File: src/dram_port_a_map.vh
// constants for the dram port a access handshake block
`ifndef DRAM_PORT_A_MAP_VH
`define DRAM_PORT_A_MAP_VH

// ----------------------------------------
// register offsets (byte addresses)
// ----------------------------------------
`define REG_ADDR_W 8
`define OFS_CONFIG 8'h00
`define OFS_STATUS 8'h04
`define OFS_ACC_COUNT 8'h08

// ----------------------------------------
// config register fields and reset value
// ----------------------------------------
`define CFG_W 8
`define CFG_RST 8'h14
`define CFG_MODE_BIT 0
`define CFG_ACK_STYLE_BIT 1
`define CFG_LATCH_BIT 2
`define CFG_WAIT_LSB 4
`define CFG_WAIT_MSB 7
`define WAIT_W 4

// ----------------------------------------
// status register fields
// ----------------------------------------
`define STAT_PEND_BIT 0
`define STAT_ACTIVE_BIT 1
`define STAT_READY_BIT 2
`define STAT_HOLD_BIT 3
`define STAT_WAIT_LSB 8

// ----------------------------------------
// access counter
// ----------------------------------------
`define CNT_W 16
`define CNT_RST 16'h0000
`define CNT_ONE 16'h0001

`endif

File: src/strobe_addr_capture.v
// address capture on the low-going edge of the shared strobe
`timescale 1ns/100ps
module strobe_addr_capture #(
    parameter BANK_W = 2,
    parameter ROW_W = 11,
    parameter COL_W = 11
) (
    // clock and reset
    input wire i_mclk,
    input wire i_rst,
    // strobe and control
    input wire i_strobe_pin,
    input wire i_latch_en,
    // live address
    input wire [BANK_W-1:0] i_bank,
    input wire [ROW_W-1:0] i_row,
    input wire [COL_W-1:0] i_col,
    // captured address
    output reg [BANK_W-1:0] o_bank,
    output reg [ROW_W-1:0] o_row,
    output reg [COL_W-1:0] o_col
);

reg strobe_prev_ff;
wire fall_edge;

// pin samples are synchronous to the clock, so no synchroniser here
assign fall_edge = strobe_prev_ff & ~i_strobe_pin;

always @(posedge i_mclk) begin
    if (i_rst) begin
        strobe_prev_ff <= 1'b0;
        o_bank <= {BANK_W{1'b0}};
        o_row <= {ROW_W{1'b0}};
        o_col <= {COL_W{1'b0}};
    end else begin
        strobe_prev_ff <= i_strobe_pin;
        // without latching the address simply flows through one flop
        if (fall_edge | ~i_latch_en) begin // RL5
            o_bank <= i_bank;
            o_row <= i_row;
            o_col <= i_col;
        end
    end
end

endmodule

File: src/wait_state_counter.v
// wait-state delay counter with dynamic extension
`timescale 1ns/100ps
module wait_state_counter #(
    parameter WAIT_W = 4
) (
    // clock and reset
    input wire i_mclk,
    input wire i_rst,
    // control
    input wire i_load,
    input wire [WAIT_W-1:0] i_load_val,
    input wire i_run,
    input wire i_extend,
    // status
    output reg o_done,
    output reg [WAIT_W-1:0] o_count
);

always @(posedge i_mclk) begin
    if (i_rst) begin
        o_count <= {WAIT_W{1'b0}};
        o_done <= 1'b0;
    end else if (i_load) begin
        o_count <= i_load_val;
        o_done <= 1'b0;
    end else if (i_run & ~i_extend) begin // RL13
        if (o_count != {WAIT_W{1'b0}}) begin // RL12
            o_count <= o_count - {{(WAIT_W-1){1'b0}}, 1'b1};
        end else begin
            // sticky so a late extend cannot pull ready back
            o_done <= 1'b1;
        end
    end
end

endmodule

File: src/dram_port_a_access_handshake.v
// port a access front end: strobe, select, request and wait/ack logic
//
// Overview of operation
// (RL1) mode 0: strobe high with select low sets the access-pending latch
// (RL2) pending latch set: access starts at the next free rising clock edge
// (RL3) mode 1: strobe low with select, nothing busy: row strobe asserts at once
// (RL4) mode 1 while busy: row strobe asserts at first edge after busy ends
// (RL5) with latching on, bank/row/column captured on strobe low-going edge
// (RL6) no access starts while the port select is negated
// (RL7) mode 0: requester asserts request after first edge following strobe
// (RL8) negating the access request negates the row strobe of the access
// (RL9) mode 1: requester asserts request before releasing the address strobe
// (RL10) ack style bit clear: output is active-low wait while not ready
// (RL11) ack style bit set: output low once access done, high while waiting
// (RL12) ready indication delayed by the programmed number of clock edges
// (RL13) extend input held during an access adds further clock edges
// (RL14) row strobes latch the row address shown on the address outputs
// (RL15) access end on request negation clears pending latch; new strobe needed
//
// Added by the designer: the placing of the registers and the strobed register port.
`timescale 1ns/100ps
`include "dram_port_a_map.vh"
module dram_port_a_access_handshake #(
    parameter BANK_W = 2,
    parameter ROW_W = 11,
    parameter COL_W = 11
) (
    // clock and reset
    input wire i_mclk,
    input wire i_rst,
    // register port
    input wire [`REG_ADDR_W-1:0] i_reg_addr,
    input wire [31:0] i_reg_wdata,
    input wire i_reg_wr,
    input wire i_reg_rd,
    output wire [31:0] o_reg_rdata,
    // access port
    input wire i_addr_strobe_in,
    input wire i_port_select_n,
    input wire i_access_request_in_n,
    input wire i_extend_delay_in,
    input wire i_event_busy,
    // live address
    input wire [BANK_W-1:0] i_bank_addr,
    input wire [ROW_W-1:0] i_row_addr,
    input wire [COL_W-1:0] i_col_addr,
    // dram side
    output wire [(1<<BANK_W)-1:0] o_row_strobe_n,
    output wire [ROW_W-1:0] o_mux_addr,
    output wire [COL_W-1:0] o_col_addr,
    output wire [BANK_W-1:0] o_bank_addr,
    // processor side
    output wire o_transfer_ack_out,
    output wire o_access_active
);

// ----------------------------------------
// states
// ----------------------------------------
localparam ST_IDLE = 4'b0001;
localparam ST_PEND = 4'b0010;
localparam ST_HOLD = 4'b0100;
localparam ST_ACC = 4'b1000;

localparam NB = 1 << BANK_W;

// ----------------------------------------
// functions
// ----------------------------------------
function [NB-1:0] bank_onehot;
    input [BANK_W-1:0] bank;
    integer k;
    begin
        bank_onehot = {NB{1'b0}};
        for (k = 0; k < NB; k = k + 1) begin
            if (bank == k[BANK_W-1:0]) begin
                bank_onehot[k] = 1'b1;
            end
        end
    end
endfunction

// strobe polarity follows the mode: high latch enable or low address strobe
function strobe_on;
    input mode;
    input pin;
    begin
        strobe_on = mode ? ~pin : pin;
    end
endfunction

// write decode shared by every writable register
function wr_hit;
    input wr;
    input [`REG_ADDR_W-1:0] addr;
    input [`REG_ADDR_W-1:0] ofs;
    begin
        wr_hit = wr & (addr == ofs);
    end
endfunction

// ----------------------------------------
// declarations
// ----------------------------------------
reg [`CFG_W-1:0] cfg_ff;
reg [`CFG_W-1:0] nxt_cfg;
reg [3:0] state_ff;
reg [3:0] nxt_state;
reg pending_ff;
reg nxt_pending;
reg req_seen_ff;
reg nxt_req_seen;
reg ras_ff;
reg nxt_ras;
// cleared by each start, set again once the strobe is seen released
reg strobe_armed_ff;
reg nxt_armed;
reg [`CNT_W-1:0] acc_cnt_ff;
reg [`CNT_W-1:0] nxt_acc_cnt;
reg [31:0] rdata_ff;
reg [31:0] nxt_rdata;

wire mode;
wire ack_style;
wire latch_en;
wire [`WAIT_W-1:0] wait_cfg;
wire sel;
wire req;
wire strobe;
wire start_now;
wire acc_end;
wire enter_acc;
wire wait_done;
wire [`WAIT_W-1:0] wait_cnt;
wire ready;
wire not_ready;
wire [BANK_W-1:0] lat_bank;
wire [ROW_W-1:0] lat_row;
wire [COL_W-1:0] lat_col;
reg [31:0] status_word;

assign mode = cfg_ff[`CFG_MODE_BIT];
assign ack_style = cfg_ff[`CFG_ACK_STYLE_BIT];
assign latch_en = cfg_ff[`CFG_LATCH_BIT];
assign wait_cfg = cfg_ff[`CFG_WAIT_MSB:`CFG_WAIT_LSB];
assign sel = ~i_port_select_n;
assign req = ~i_access_request_in_n;
assign strobe = strobe_on(mode, i_addr_strobe_in);

// ----------------------------------------
// address capture
// ----------------------------------------
strobe_addr_capture #(
    .BANK_W(BANK_W),
    .ROW_W(ROW_W),
    .COL_W(COL_W)
) u_capture (
    .i_mclk(i_mclk),
    .i_rst(i_rst),
    .i_strobe_pin(i_addr_strobe_in),
    .i_latch_en(latch_en),
    .i_bank(i_bank_addr),
    .i_row(i_row_addr),
    .i_col(i_col_addr),
    .o_bank(lat_bank),
    .o_row(lat_row),
    .o_col(lat_col)
);

// ----------------------------------------
// access sequencing
// ----------------------------------------
// mode 1 fast path: row strobe goes out in the same cycle, before the edge
assign start_now = state_ff[0] & strobe_armed_ff & mode & strobe & sel & ~i_event_busy; // RL3 RL6 RL15
// request must be seen asserted first, so a late assert cannot end a fresh access
assign acc_end = state_ff[3] & req_seen_ff & ~req; // RL8
assign enter_acc = nxt_state[3] & ~state_ff[3];

always @* begin
    nxt_state = state_ff;
    nxt_pending = pending_ff;
    nxt_req_seen = req_seen_ff;
    nxt_ras = ras_ff;
    // a released strobe re-arms the port; a held strobe cannot restart it
    nxt_armed = strobe_armed_ff | ~strobe; // RL15
    case (state_ff)
        ST_IDLE: begin
            if (sel & strobe & strobe_armed_ff) begin // RL6 RL15
                nxt_armed = 1'b0;
                nxt_pending = 1'b1; // RL1
                if (!mode) begin
                    nxt_state = ST_PEND;
                end else if (i_event_busy) begin
                    nxt_state = ST_HOLD; // RL4
                end else begin
                    nxt_state = ST_ACC; // RL3
                    nxt_ras = 1'b1;
                end
            end
        end
        ST_PEND: begin
            // select must still be held when the access is launched
            if (sel & ~i_event_busy) begin // RL2 RL6
                nxt_state = ST_ACC;
                nxt_ras = 1'b1;
            end
        end
        ST_HOLD: begin
            if (sel & ~i_event_busy) begin // RL4 RL6
                nxt_state = ST_ACC;
                nxt_ras = 1'b1;
            end
        end
        ST_ACC: begin
            if (acc_end) begin
                nxt_state = ST_IDLE;
                nxt_ras = 1'b0; // RL8
                nxt_pending = 1'b0; // RL15
                nxt_req_seen = 1'b0;
            end
        end
        default: begin
            nxt_state = ST_IDLE;
            nxt_pending = 1'b0;
            nxt_req_seen = 1'b0;
            nxt_ras = 1'b0;
            nxt_armed = 1'b1;
        end
    endcase
    // request may come early in mode 1 or late in mode 0
    if (!state_ff[0] && !acc_end && req) begin // RL7 RL9
        nxt_req_seen = 1'b1;
    end
end

always @(posedge i_mclk) begin
    if (i_rst) begin
        state_ff <= ST_IDLE;
        pending_ff <= 1'b0;
        req_seen_ff <= 1'b0;
        ras_ff <= 1'b0;
        strobe_armed_ff <= 1'b1;
    end else begin
        state_ff <= nxt_state;
        pending_ff <= nxt_pending;
        req_seen_ff <= nxt_req_seen;
        ras_ff <= nxt_ras;
        strobe_armed_ff <= nxt_armed;
    end
end

// ----------------------------------------
// wait states
// ----------------------------------------
// counter runs only in the access state; extend freezes it
wait_state_counter #(
    .WAIT_W(`WAIT_W)
) u_wait (
    .i_mclk(i_mclk),
    .i_rst(i_rst),
    .i_load(enter_acc),
    .i_load_val(wait_cfg),
    .i_run(state_ff[3]),
    .i_extend(i_extend_delay_in),
    .o_done(wait_done),
    .o_count(wait_cnt)
);

assign ready = state_ff[3] & wait_done; // RL12 RL13
assign not_ready = ~state_ff[0] & ~ready;

// wait style pulls low while not ready; ack style pulls low once ready
assign o_transfer_ack_out = ack_style ? ~ready : ~not_ready; // RL10 RL11

// ----------------------------------------
// dram strobes and address
// ----------------------------------------
// live bank is used on the fast path since the capture flop lags one edge
assign o_row_strobe_n = ~((ras_ff ? bank_onehot(lat_bank) : {NB{1'b0}}) |
                          (start_now ? bank_onehot(i_bank_addr) : {NB{1'b0}})); // RL14
assign o_mux_addr = lat_row; // RL14
assign o_col_addr = lat_col;
assign o_bank_addr = lat_bank;
assign o_access_active = state_ff[3];

// ----------------------------------------
// register port
// ----------------------------------------
// fields placed by position so the map can move without touching this
always @* begin
    status_word = 32'h00000000;
    status_word[`STAT_PEND_BIT] = pending_ff;
    status_word[`STAT_ACTIVE_BIT] = state_ff[3];
    status_word[`STAT_READY_BIT] = ready;
    status_word[`STAT_HOLD_BIT] = state_ff[2];
    status_word[`STAT_WAIT_LSB +: `WAIT_W] = wait_cnt;
end

always @* begin
    nxt_cfg = cfg_ff;
    nxt_acc_cnt = acc_cnt_ff;
    nxt_rdata = 32'h00000000;
    if (wr_hit(i_reg_wr, i_reg_addr, `OFS_CONFIG)) begin
        nxt_cfg = i_reg_wdata[`CFG_W-1:0];
    end
    if (wr_hit(i_reg_wr, i_reg_addr, `OFS_ACC_COUNT)) begin
        nxt_acc_cnt = `CNT_RST;
    end
    // a completed access in the clearing cycle still counts
    if (acc_end) begin
        nxt_acc_cnt = nxt_acc_cnt + `CNT_ONE;
    end
    if (i_reg_rd) begin
        case (i_reg_addr)
            `OFS_CONFIG: begin
                nxt_rdata = {{(32 - `CFG_W){1'b0}}, cfg_ff};
            end
            `OFS_STATUS: begin
                nxt_rdata = status_word;
            end
            `OFS_ACC_COUNT: begin
                nxt_rdata = {{(32 - `CNT_W){1'b0}}, acc_cnt_ff};
            end
            default: begin
                nxt_rdata = 32'h00000000;
            end
        endcase
    end
end

always @(posedge i_mclk) begin
    if (i_rst) begin
        cfg_ff <= `CFG_RST;
        acc_cnt_ff <= `CNT_RST;
        rdata_ff <= 32'h00000000;
    end else begin
        cfg_ff <= nxt_cfg;
        acc_cnt_ff <= nxt_acc_cnt;
        rdata_ff <= nxt_rdata;
    end
end

assign o_reg_rdata = rdata_ff;

endmodule

File: config.mk
export PLATFORM = sky130hd
export DESIGN_NAME = dram_port_a_access_handshake
export DESIGN_NICKNAME = d
export VERILOG_FILES = /design/src/strobe_addr_capture.v /design/src/wait_state_counter.v /design/src/dram_port_a_access_handshake.v
export VERILOG_INCLUDE_DIRS = /design/src
export SDC_FILE = /design/constraint.sdc
export NUM_CORES = 1
export LEC_CHECK = 0
export BUFFER_PORTS_ARGS = -buffer_cell sky130_fd_sc_hd__buf_4
export CAP_MARGIN = 20
export CORE_MARGIN = 5
export CORE_UTILIZATION = 28
export DETAILED_ROUTE_END_ITERATION = 8
export MAX_ROUTING_LAYER = met4
export PLACE_DENSITY = 0.53
export SETUP_SLACK_MARGIN = 0.02
export SYNTH_ARGS = -nofsm -noshare
export SYNTH_HDL_FRONTEND = slang
export SYNTH_HIERARCHICAL = 1
export SYNTH_SLANG_ARGS = --single-unit
File: constraint.sdc
create_clock -name i_mclk -period 6.92 [get_ports i_mclk]
set_input_delay 0.692 -clock i_mclk [delete_from_list [all_inputs] [get_ports i_mclk]]
set_output_delay 0.692 -clock i_mclk [all_outputs]
set_load 0.05 [all_outputs]
== Word-level counts from Yosys, hierarchy flattened ==
Cells that the tools add are included.
Widths: inputs -> output; s select.

* Bits of input ports: 73
* Output and inout port bits: 62
* Logic and storage cells: 128
* Flip-flop bits (word level): 94

* Reductions and logical operators: 21
* Multiplexer cells: 36
* Equal/unequal tests: 19
* Bitwise gates (word level): 35
* Add/subtract/negate cells: 2

{| class="wikitable"
|+ Operators with widths
! operator !! count
|-
| $pmux 16 s3 || 1
|-
| $mux 4 || 10
|-
| $mux 16 || 2
|-
| $mux 1 || 18
|-
| $and 1x1->1 || 17
|-
| $add 16x1->16 const B || 1
|-
| $not 1->1 || 14
|-
| $pmux 4 s3 || 1
|-
| $eq 2x2->1 const B || 4
|-
| $eq 8x3->1 const B || 1
|-
| $eq 8x4->1 const B || 1
|-
| $logic_not 8->1 || 1
|-
| $ne 2x2->1 const B || 4
|-
| $pmux 1 s3 || 2
|-
| $reduce_and 2->1 || 3
|-
| $reduce_and 3->1 || 2
|-
| $reduce_or 2->1 || 3
|-
| $reduce_or 3->1 || 2
|-
| $reduce_and 5->1 || 1
|-
| $eq 2x1->1 const B || 2
|-
| $eq 4x1->1 const B || 1
|-
| $eq 4x2->1 const B || 1
|-
| $eq 4x3->1 const B || 1
|-
| $eq 4x4->1 const B || 1
|-
| other kinds (12) || 19
|}

== Logic depth before layout (Yosys ltp) ==
Gate-level depths: netlist of run 1.

* Word-level depth: 9
* Gate-level depth with buffers: 9
* Depth with buffers taken out: 8

== By module ==
Netlist of run 1, hierarchy kept.

{| class="wikitable"
|+ By module, submodules not included
! module !! area each (µm²) !! sequential area each (µm²) !! instances !! cells each
|-
| dram_port_a_access_handshake || 2,382.3 || 960.9 || 1 || 269
|-
| strobe_addr_capture || 1,137.3 || 500.5 || 1 || 108
|-
| wait_state_counter || 304.0 || 100.1 || 1 || 36
|}

== Worst setup path before layout of run 1 ==
Ideal clock, no wire load.

* Path kind: register to output
* Start point: register state_ff[3]
* End point: output port o_transfer_ack_out
* Stages on the path, launching flop included: 4
* Path buffers: 1
* Arrival time: 1.906 ns
* Slack: 4.322 ns
* Data required time: 6.228 ns
* Cell sequence: dfxtp_1 > buf_2 > a211oi_1 > a31oi_1

* Longest elaborated chain between the ends: 5

{| class="wikitable"
|+ RTL lines
! element !! RTL line !! RTL
|-
| from (decl) || dram_port_a_access_handshake.v:107 || <nowiki>reg [3:0] state_ff;</nowiki>
|-
| from (signal assigned) || dram_port_a_access_handshake.v:244 || <nowiki>state_ff <= nxt_state;</nowiki>
|-
| $and 1x1->1 * || dram_port_a_access_handshake.v:269 || <nowiki>assign ready = state_ff[3] & wait_done;</nowiki>
|-
| $not 1->1 * || dram_port_a_access_handshake.v:270, dram_port_a_access_handshake.v:273 ||
|-
| $and 1x1->1 || dram_port_a_access_handshake.v:270 || <nowiki>assign not_ready = ~state_ff[0] & ~ready;</nowiki>
|-
| $not 1->1 || dram_port_a_access_handshake.v:273 || <nowiki>assign o_transfer_ack_out = ack_style ? ~ready : ~not_ready;</nowiki>
|-
| $mux 1 * || dram_port_a_access_handshake.v:273 ||
|-
| to (decl) || dram_port_a_access_handshake.v:53 || <nowiki>output wire o_transfer_ack_out,</nowiki>
|}

Mark *: on every way between the ends. The rest lies on a longest branch, timed or not.

== Worst setup path in the final report of run 1 ==
* Start point: register state_ff[3]
* End point: register u_wait.o_count[3]

* Longest elaborated chain between the ends: 7

{| class="wikitable"
|+ RTL lines
! element !! RTL line !! RTL
|-
| $and 1x1->1 (2 in series) || dram_port_a_access_handshake.v:176 || <nowiki>assign acc_end = state_ff[3] & req_seen_ff & ~req;</nowiki>
|-
| $mux 4 || dram_port_a_access_handshake.v:215 || <nowiki>if (acc_end) begin</nowiki>
|-
| $pmux 4 s3 || dram_port_a_access_handshake.v:186 || <nowiki>case (state_ff)</nowiki>
|-
| $and 1x1->1 * || dram_port_a_access_handshake.v:177 || <nowiki>assign enter_acc = nxt_state[3] & ~state_ff[3];</nowiki>
|-
| net enter_acc || dram_port_a_access_handshake.v:132 || <nowiki>wire enter_acc;</nowiki>
|-
| $reduce_bool 2->1 (no source line) || - ||
|-
| $reduce_and 2->1 (no source line) || - ||
|-
| to (signal assigned) || wait_state_counter.v:21 || <nowiki>o_count <= {WAIT_W{1'b0}};</nowiki>
|-
| to (signal assigned) || wait_state_counter.v:24 || <nowiki>o_count <= i_load_val;</nowiki>
|-
| to (signal assigned) || wait_state_counter.v:28 || <nowiki>o_count <= o_count - {{(WAIT_W-1){1'b0}}, 1'b1};</nowiki>
|-
| to (decl) || wait_state_counter.v:16 || <nowiki>output reg [WAIT_W-1:0] o_count</nowiki>
|}

The timed path passes the listed nets; every way through them passes the cells marked *. The select of a mux whose other input is x is not followed.
A chain may end at the register's enable or synchronous reset.

==> out/metrics.csv, run 1 <==
metric,value,unit
status,"complete, no violations",
finalCritPeriodShare,0.442,
ys_ff_latch,78,
fmax,327,MHz
clk_latency,0.33,ns
synth_cell_types,63,
whs,0.475,ns
p_int,830,µW
cts_tree,built,
synth_edf_count,0,
core,13300,µm²
synth.top_cells.by_count,"dfxtp_1, nand2b_1, nor2_1",
switchingPower,273,µW
end_kind,register,
cp_max_fo,18,
slew_headroom,0.287,
syn_to_final_growth,27.7,%
io_pins,135,
cp.required,7.13,ns
antenna_found_initial,0,
synth.most_common_cell,dfxtp_1,
grt_overflow,0,
syn_area,3820,µm²
num_antenna_cells,0,
port_buffers,94,
clock_skew,0.00597,ns
place_congestion,0.838,
power,1.10,mW
powerDensity,226,nW/µm²
yosys.area.top_type,dfxtp_1,
worst_pin_slew,1.07,ns
postCtsSetupBuffers,0,
r2r-start,state_ff[3],
rsz0062_at_grt,false,
pre_cts_slack,3.84,ns
wl_per_cell,14.2,µm
hold_buffers,0,
cts_buffers,9,
period_needed,3.06,ns
hold_violations,0,
peakVddDrop,111,µV
drt_iter0_drc,217,
die-width,127,µm
syn-mean-instance-area,9.26,µm²
initial_utilization,0.288,
num_rows,42,
drc_errors,0,
finalSetupViolCount,0,
grt_pass1_vias,2990,
max-cap-violations,0,
crit_chain,or4b_1 > and3b_1 > a221o_1 > nor2b_1 > inv_1 > and4_1 > a2111oi_0,
die-area,16100,µm²
synthArstFlopShare,0,
ys_warn_count,6,
sequentialPowerShare,0.423,
clk_pin_slew,0.06,ns
p_comb_frac,0.115,
cts_sinks,78,
postRouteAntennaNets,0,
place_hpwl,7130,µm
worst_slack,3.86,ns
power.leakage,2.04,nW
holdCritPathClass,register to register,
clk_path_buf_depth,2,
path_class,register to register,
arrival,3.27,ns
grt_usage,0.120,
clkPwrFrac,0.462,
yosysSeqAreaShare,0.408,
yosysTopAreaCellShare,0.408,
crit_start,state_ff[3],
drtPass1Iterations,4,
regToRegSetupSlack,3.86,ns
drive_above_1_share,0.246,
synthCells,413,
grt_max_degree,75,
synth.area.top_cells,"dfxtp_1, mux2i_1, nand2b_1",
placed_cells,661,
fin_tns_setup,0,ns
fin_cells,677,
cts-resized-gates,0,
crit_family,simple AND/OR/NAND/NOR gates,
htreeDepth,3,
nets,571,
vias,3129,
clockRootBuffer,clkbuf_16,
cp_slowest_cell,or4b_1,
sw_frac_of_total,0.247,
startpoint_type,register,
yosys_most_used_dff,dfxtp_1,
dieHeight,127,µm
grt_pass1_wl,15300,µm
report.final.slew_viol_count,0,
wl,9640,µm
critical-path-max-stage-delay,0.61,ns
drt-vias-per-instance,4.62,
hold_start,u_capture/o_row[7],
crit_buf_inv,1,
==> logic make-up (layout without fill, tap and decap cells) <==
family | count (synthesis) | count (layout) | synth area share
simple gates | 175 | 175 | 0.269
xor+xnor | 16 | 16 | 0.0367
flops | 78 | 78 | 0.408
compound gates | 52 | 52 | 0.0985
buf+inv | 51 | 124 | 0.0805
other cells | 1 | 16 | 0.000981
mux | 38 | 38 | 0.0995
fa+ha+maj | 2 | 2 | 0.00654
==> per-stage QoR <==
| stage | utilization | area [µm²] |
|---|---|---|
| finish | 0.367 | 4880 |
| global route | 0.367 | 4880 |
| global placement | 0.343 | 4560 |
| CTS | 0.367 | 4880 |
| floorplan | - | 3880 |
| detailed placement | 0.343 | 4560 |
==> path summary, 6_finish.rpt <==
kind | end | cells past startpoint
max reg2reg | u_wait/o_count[3] | 7
min reg2reg | u_capture/o_row[7] | 2
max | u_wait/o_count[3] | 7
min | u_capture/o_row[7] | 2
==> power by group through the flow <==
stage	clock, mW	combinational, mW	sequential [mW]
2_1_floorplan	0	0.0782	0.490
3_3_place_gp	0	0.126	0.476
3_5_place_dp	0	0.128	0.476
4_1_cts	0.523	0.128	0.466
5_1_grt	0.541	0.136	0.467
6_report	0.509	0.127	0.466
==> layout by cell type (no fill, tap or decap), types with 10 or more instances in the layout <==
cell type	Yosys	final
buf_4	16	94
dfxtp_1	78	78
nand2b_1	51	51
nor2_1	40	40
mux2i_1	38	38
conb_1	1	16
inv_1	14	14
nand3_1	11	11
a21oi_1	11	11
nor3_1	10	10
nor2b_1	10	10
==> worst reg2reg max path, cell delays in order, from the launching register on <==
cell and delay (ns):
dfxtp_1 0.53, or4b_1 0.61, and3b_1 0.31, a221o_1 0.20, nor2b_1 0.58, inv_1 0.18
and4_1 0.22, a2111oi_0 0.32
==> routing by layer <==
metal,GRT usage,vias to the layer above,part of all wire
met4,0.0397,0,0.0088
li1,-,1579,-
met3,0.0366,8,0.056
met2,0.181,84,0.45
met1,0.153,1458,0.48
met5,-,-,0
==> final cells by class <==
class                           instances  area, µm²
Timing Repair Buffer                   94        706
Fill cell                            1342       8410
Tap cell                              176        220
Sequential cell                        78       1560
Multi-Input combinational cell        299       2020
Clock inverter                          6       85.1
Inverter                               14       52.6
Clock buffer                           10        239
==> registers in the layout, summed over array words and instances (netlist names) <==
signal / cells
acc_cnt_ff: 16
o_reg_rdata: 16
u_capture/o_col: 11
u_capture/o_row: 11
cfg_ff: 8
state_ff: 4
u_wait/o_count: 4
u_capture/o_bank: 2
pending_ff: 1
ras_ff: 1
req_seen_ff: 1
strobe_armed_ff: 1
u_capture/strobe_prev_ff: 1
u_wait/o_done: 1
Note: power is estimated with default switching activity, not from simulation.
==> run 2: changes to the inputs <==
--- a/config.mk
+++ b/config.mk
@@ -12,7 +12,7 @@
 export CORE_UTILIZATION = 28
 export DETAILED_ROUTE_END_ITERATION = 8
 export MAX_ROUTING_LAYER = met4
-export PLACE_DENSITY = 0.53
+export PLACE_DENSITY = 0.55
 export SETUP_SLACK_MARGIN = 0.02
 export SYNTH_ARGS = -nofsm -noshare
 export SYNTH_HDL_FRONTEND = slang
==> constraint.sdc (replaced) <==
create_clock -name i_mclk -period 2.75 [get_ports i_mclk]
set_input_delay 0.275 -clock i_mclk [delete_from_list [all_inputs] [get_ports i_mclk]]
set_output_delay 0.275 -clock i_mclk [all_outputs]
set_load 0.05 [all_outputs]
==> run 2 against run 1 <==
Effect of this change: maximum frequency increased by 23%; clock skew about the same; total power increased by 140%; sequential cell count unchanged; worst hold slack got worse by 0.33 ns; first-iteration DRC count increased by 15%; highest routed layer unchanged.
==> out/metrics.csv, run 2 (synthesis results as in run 1) <==
metric,value,unit,change
core,13300,µm²,unchanged
clock_skew,0.00610,ns,+0.000128 ns
slew_headroom,0.577,,+0.290
regToRegSetupSlack,0.27,ns,-3.60 ns
postRouteAntennaNets,0,,unchanged
dieHeight,127,µm,unchanged
finalCritPeriodShare,0.903,,+0.462
sequentialPowerShare,0.444,,+0.021
final_cell_mix,"buf_4, dfxtp_1, nand2b_1",,
path_class,register to register,,
end_kind,register,,
grt_pass1_wl,15400,µm,+1.0%
die-area,16100,µm²,unchanged
cp_slowest_cell,or4b_1,,
powerDensity,540,nW/µm²,+140%
power,2.63,mW,+140%
wl_per_cell,14.1,µm,-0.88%
grt_overflow,0,,unchanged
p_comb_frac,0.125,,+0.010
arrival,2.68,ns,-0.59 ns
io_pins,135,,unchanged
period_needed,2.48,ns,-0.572 ns
port_buffers,94,,unchanged
report.final.slew_viol_count,0,,unchanged
grt_pass1_vias,2996,,+0.20%
cp_max_fo,10,,-8
endpoint,u_wait/o_count[3],,
final_common_cell,buf_4,,
power.leakage,2.05,nW,+0.41%
holdCritPathClass,primary input to register,,
cts_sinks,78,,unchanged
vias,3157,,+0.89%
grt_usage,0.123,,+0.00276
place_hpwl,7060,µm,-1.1%
fin_tns_setup,0,ns,unchanged
worst_pin_slew,0.633,ns,-0.434 ns
drtPass1Iterations,4,,unchanged
rsz0062_at_grt,false,,
finalSetupViolCount,0,,unchanged
r2r_end,u_wait/o_count[3],,
nets,577,,+1.1%
startpoint_type,register,,
r2r_cells,7,,unchanged
switchingPower,663,µW,+140%
cts_buffers,9,,unchanged
clk_pin_slew,0.06,ns,about the same
hold_buffers,0,,unchanged
hold_violations,0,,unchanged
clk_path_buf_depth,2,,unchanged
r2r-start,state_ff[2],,
antenna_found_initial,0,,unchanged
cp.required,2.95,ns,-4.18 ns
fmax,403,MHz,+23%
clk_latency,0.34,ns,about the same
crit_chain,or4b_1 > and3b_1 > a221o_1 > nor2b_1 > inv_1 > and4_1 > a2111oi_0,,
drive_above_1_share,0.246,,about the same
cts_tree,built,,
clockRootBuffer,clkbuf_16,,
drc_errors,0,,unchanged
critical-path-max-stage-delay,0.59,ns,-0.02 ns
die-width,127,µm,unchanged
p_int,1.97,mW,+140%
place_congestion,0.852,,+1.7%
initial_utilization,0.288,,unchanged
htreeDepth,3,,unchanged
num_rows,42,,unchanged
num_antenna_cells,0,,unchanged
status,"complete, no violations",,
cts-resized-gates,0,,unchanged
wl,9620,µm,-0.29%
postCtsSetupBuffers,0,,unchanged
drt-vias-per-instance,4.64,,+0.30%
crit_start,state_ff[2],,
sw_frac_of_total,0.252,,+0.00489
grt_max_degree,75,,unchanged
max-cap-violations,0,,unchanged
syn_to_final_growth,27.5,%,
drt_iter0_drc,249,,+15%
peakVddDrop,337,µV,+200%
clkPwrFrac,0.431,,-0.031
==> run 2: power groups by stage <==
stage	combinational (mW)	sequential, mW	clock, mW
CTS	0.330	1.17	1.16
finish	0.328	1.17	1.13
global route	0.350	1.17	1.21
detailed placement	0.328	1.19	0
floorplan	0.197	1.23	0
global placement	0.324	1.19	0
==> run 2: worst min-delay path by stage <==
stage	start	end	slack, ns	cells after the start
finish	i_reg_wdata[2]	cfg_ff[2]	0.14	2
global route	i_reg_wdata[4]	cfg_ff[4]	0.15	2
CTS	i_reg_wdata[2]	cfg_ff[2]	0.13	2
detailed placement	u_capture/o_row[9]	u_capture/o_row[9]	0.47	2
global placement	u_capture/o_col[6]	u_capture/o_col[6]	0.46	2
floorplan	i_rst	u_wait/o_count[0]	0.35	1
==> run 2: per-layer routing <==
metal	part of all wire	GRT usage
met1	0.46	0.162
met2	0.46	0.181
met3	0.065	0.0298
met4	0.014	0.0492
met5	0	-
==> run 2: final cells by class <==
class	instances	area, µm²
fillers	1338	8420
repair buffers	100	751
well taps	176	220
flip-flops and latches	78	1560
clock inverters	2	35.0
multi-input cells	299	2020
clock buffers	12	236
inverters	14	52.6
==> run 2: critical path: cells and delay by family, from the launching register on <==
family	cells	cell delay, ns
AND/OR/NAND/NOR	4	1.27
AO/OA/AOI/OAI	2	0.57
flip-flops	1	0.39
buffers and inverters	1	0.12
==> run 2: per-stage QoR <==
step / setup WS (ns) / util / cells / hold slack [ns] / cell area, µm²
after CTS: 0.258 / 0.367 / 681 / 0.129 / 4870
after global placement: 0.372 / 0.346 / 667 / 0.462 / 4600
after global routing: 0.0717 / 0.367 / 681 / 0.150 / 4870
after detailed placement: 0.297 / 0.346 / 667 / 0.471 / 4600
final: 0.266 / 0.367 / 681 / 0.141 / 4870
after floorplan: 0.362 / - / 428 / 0.347 / 3880
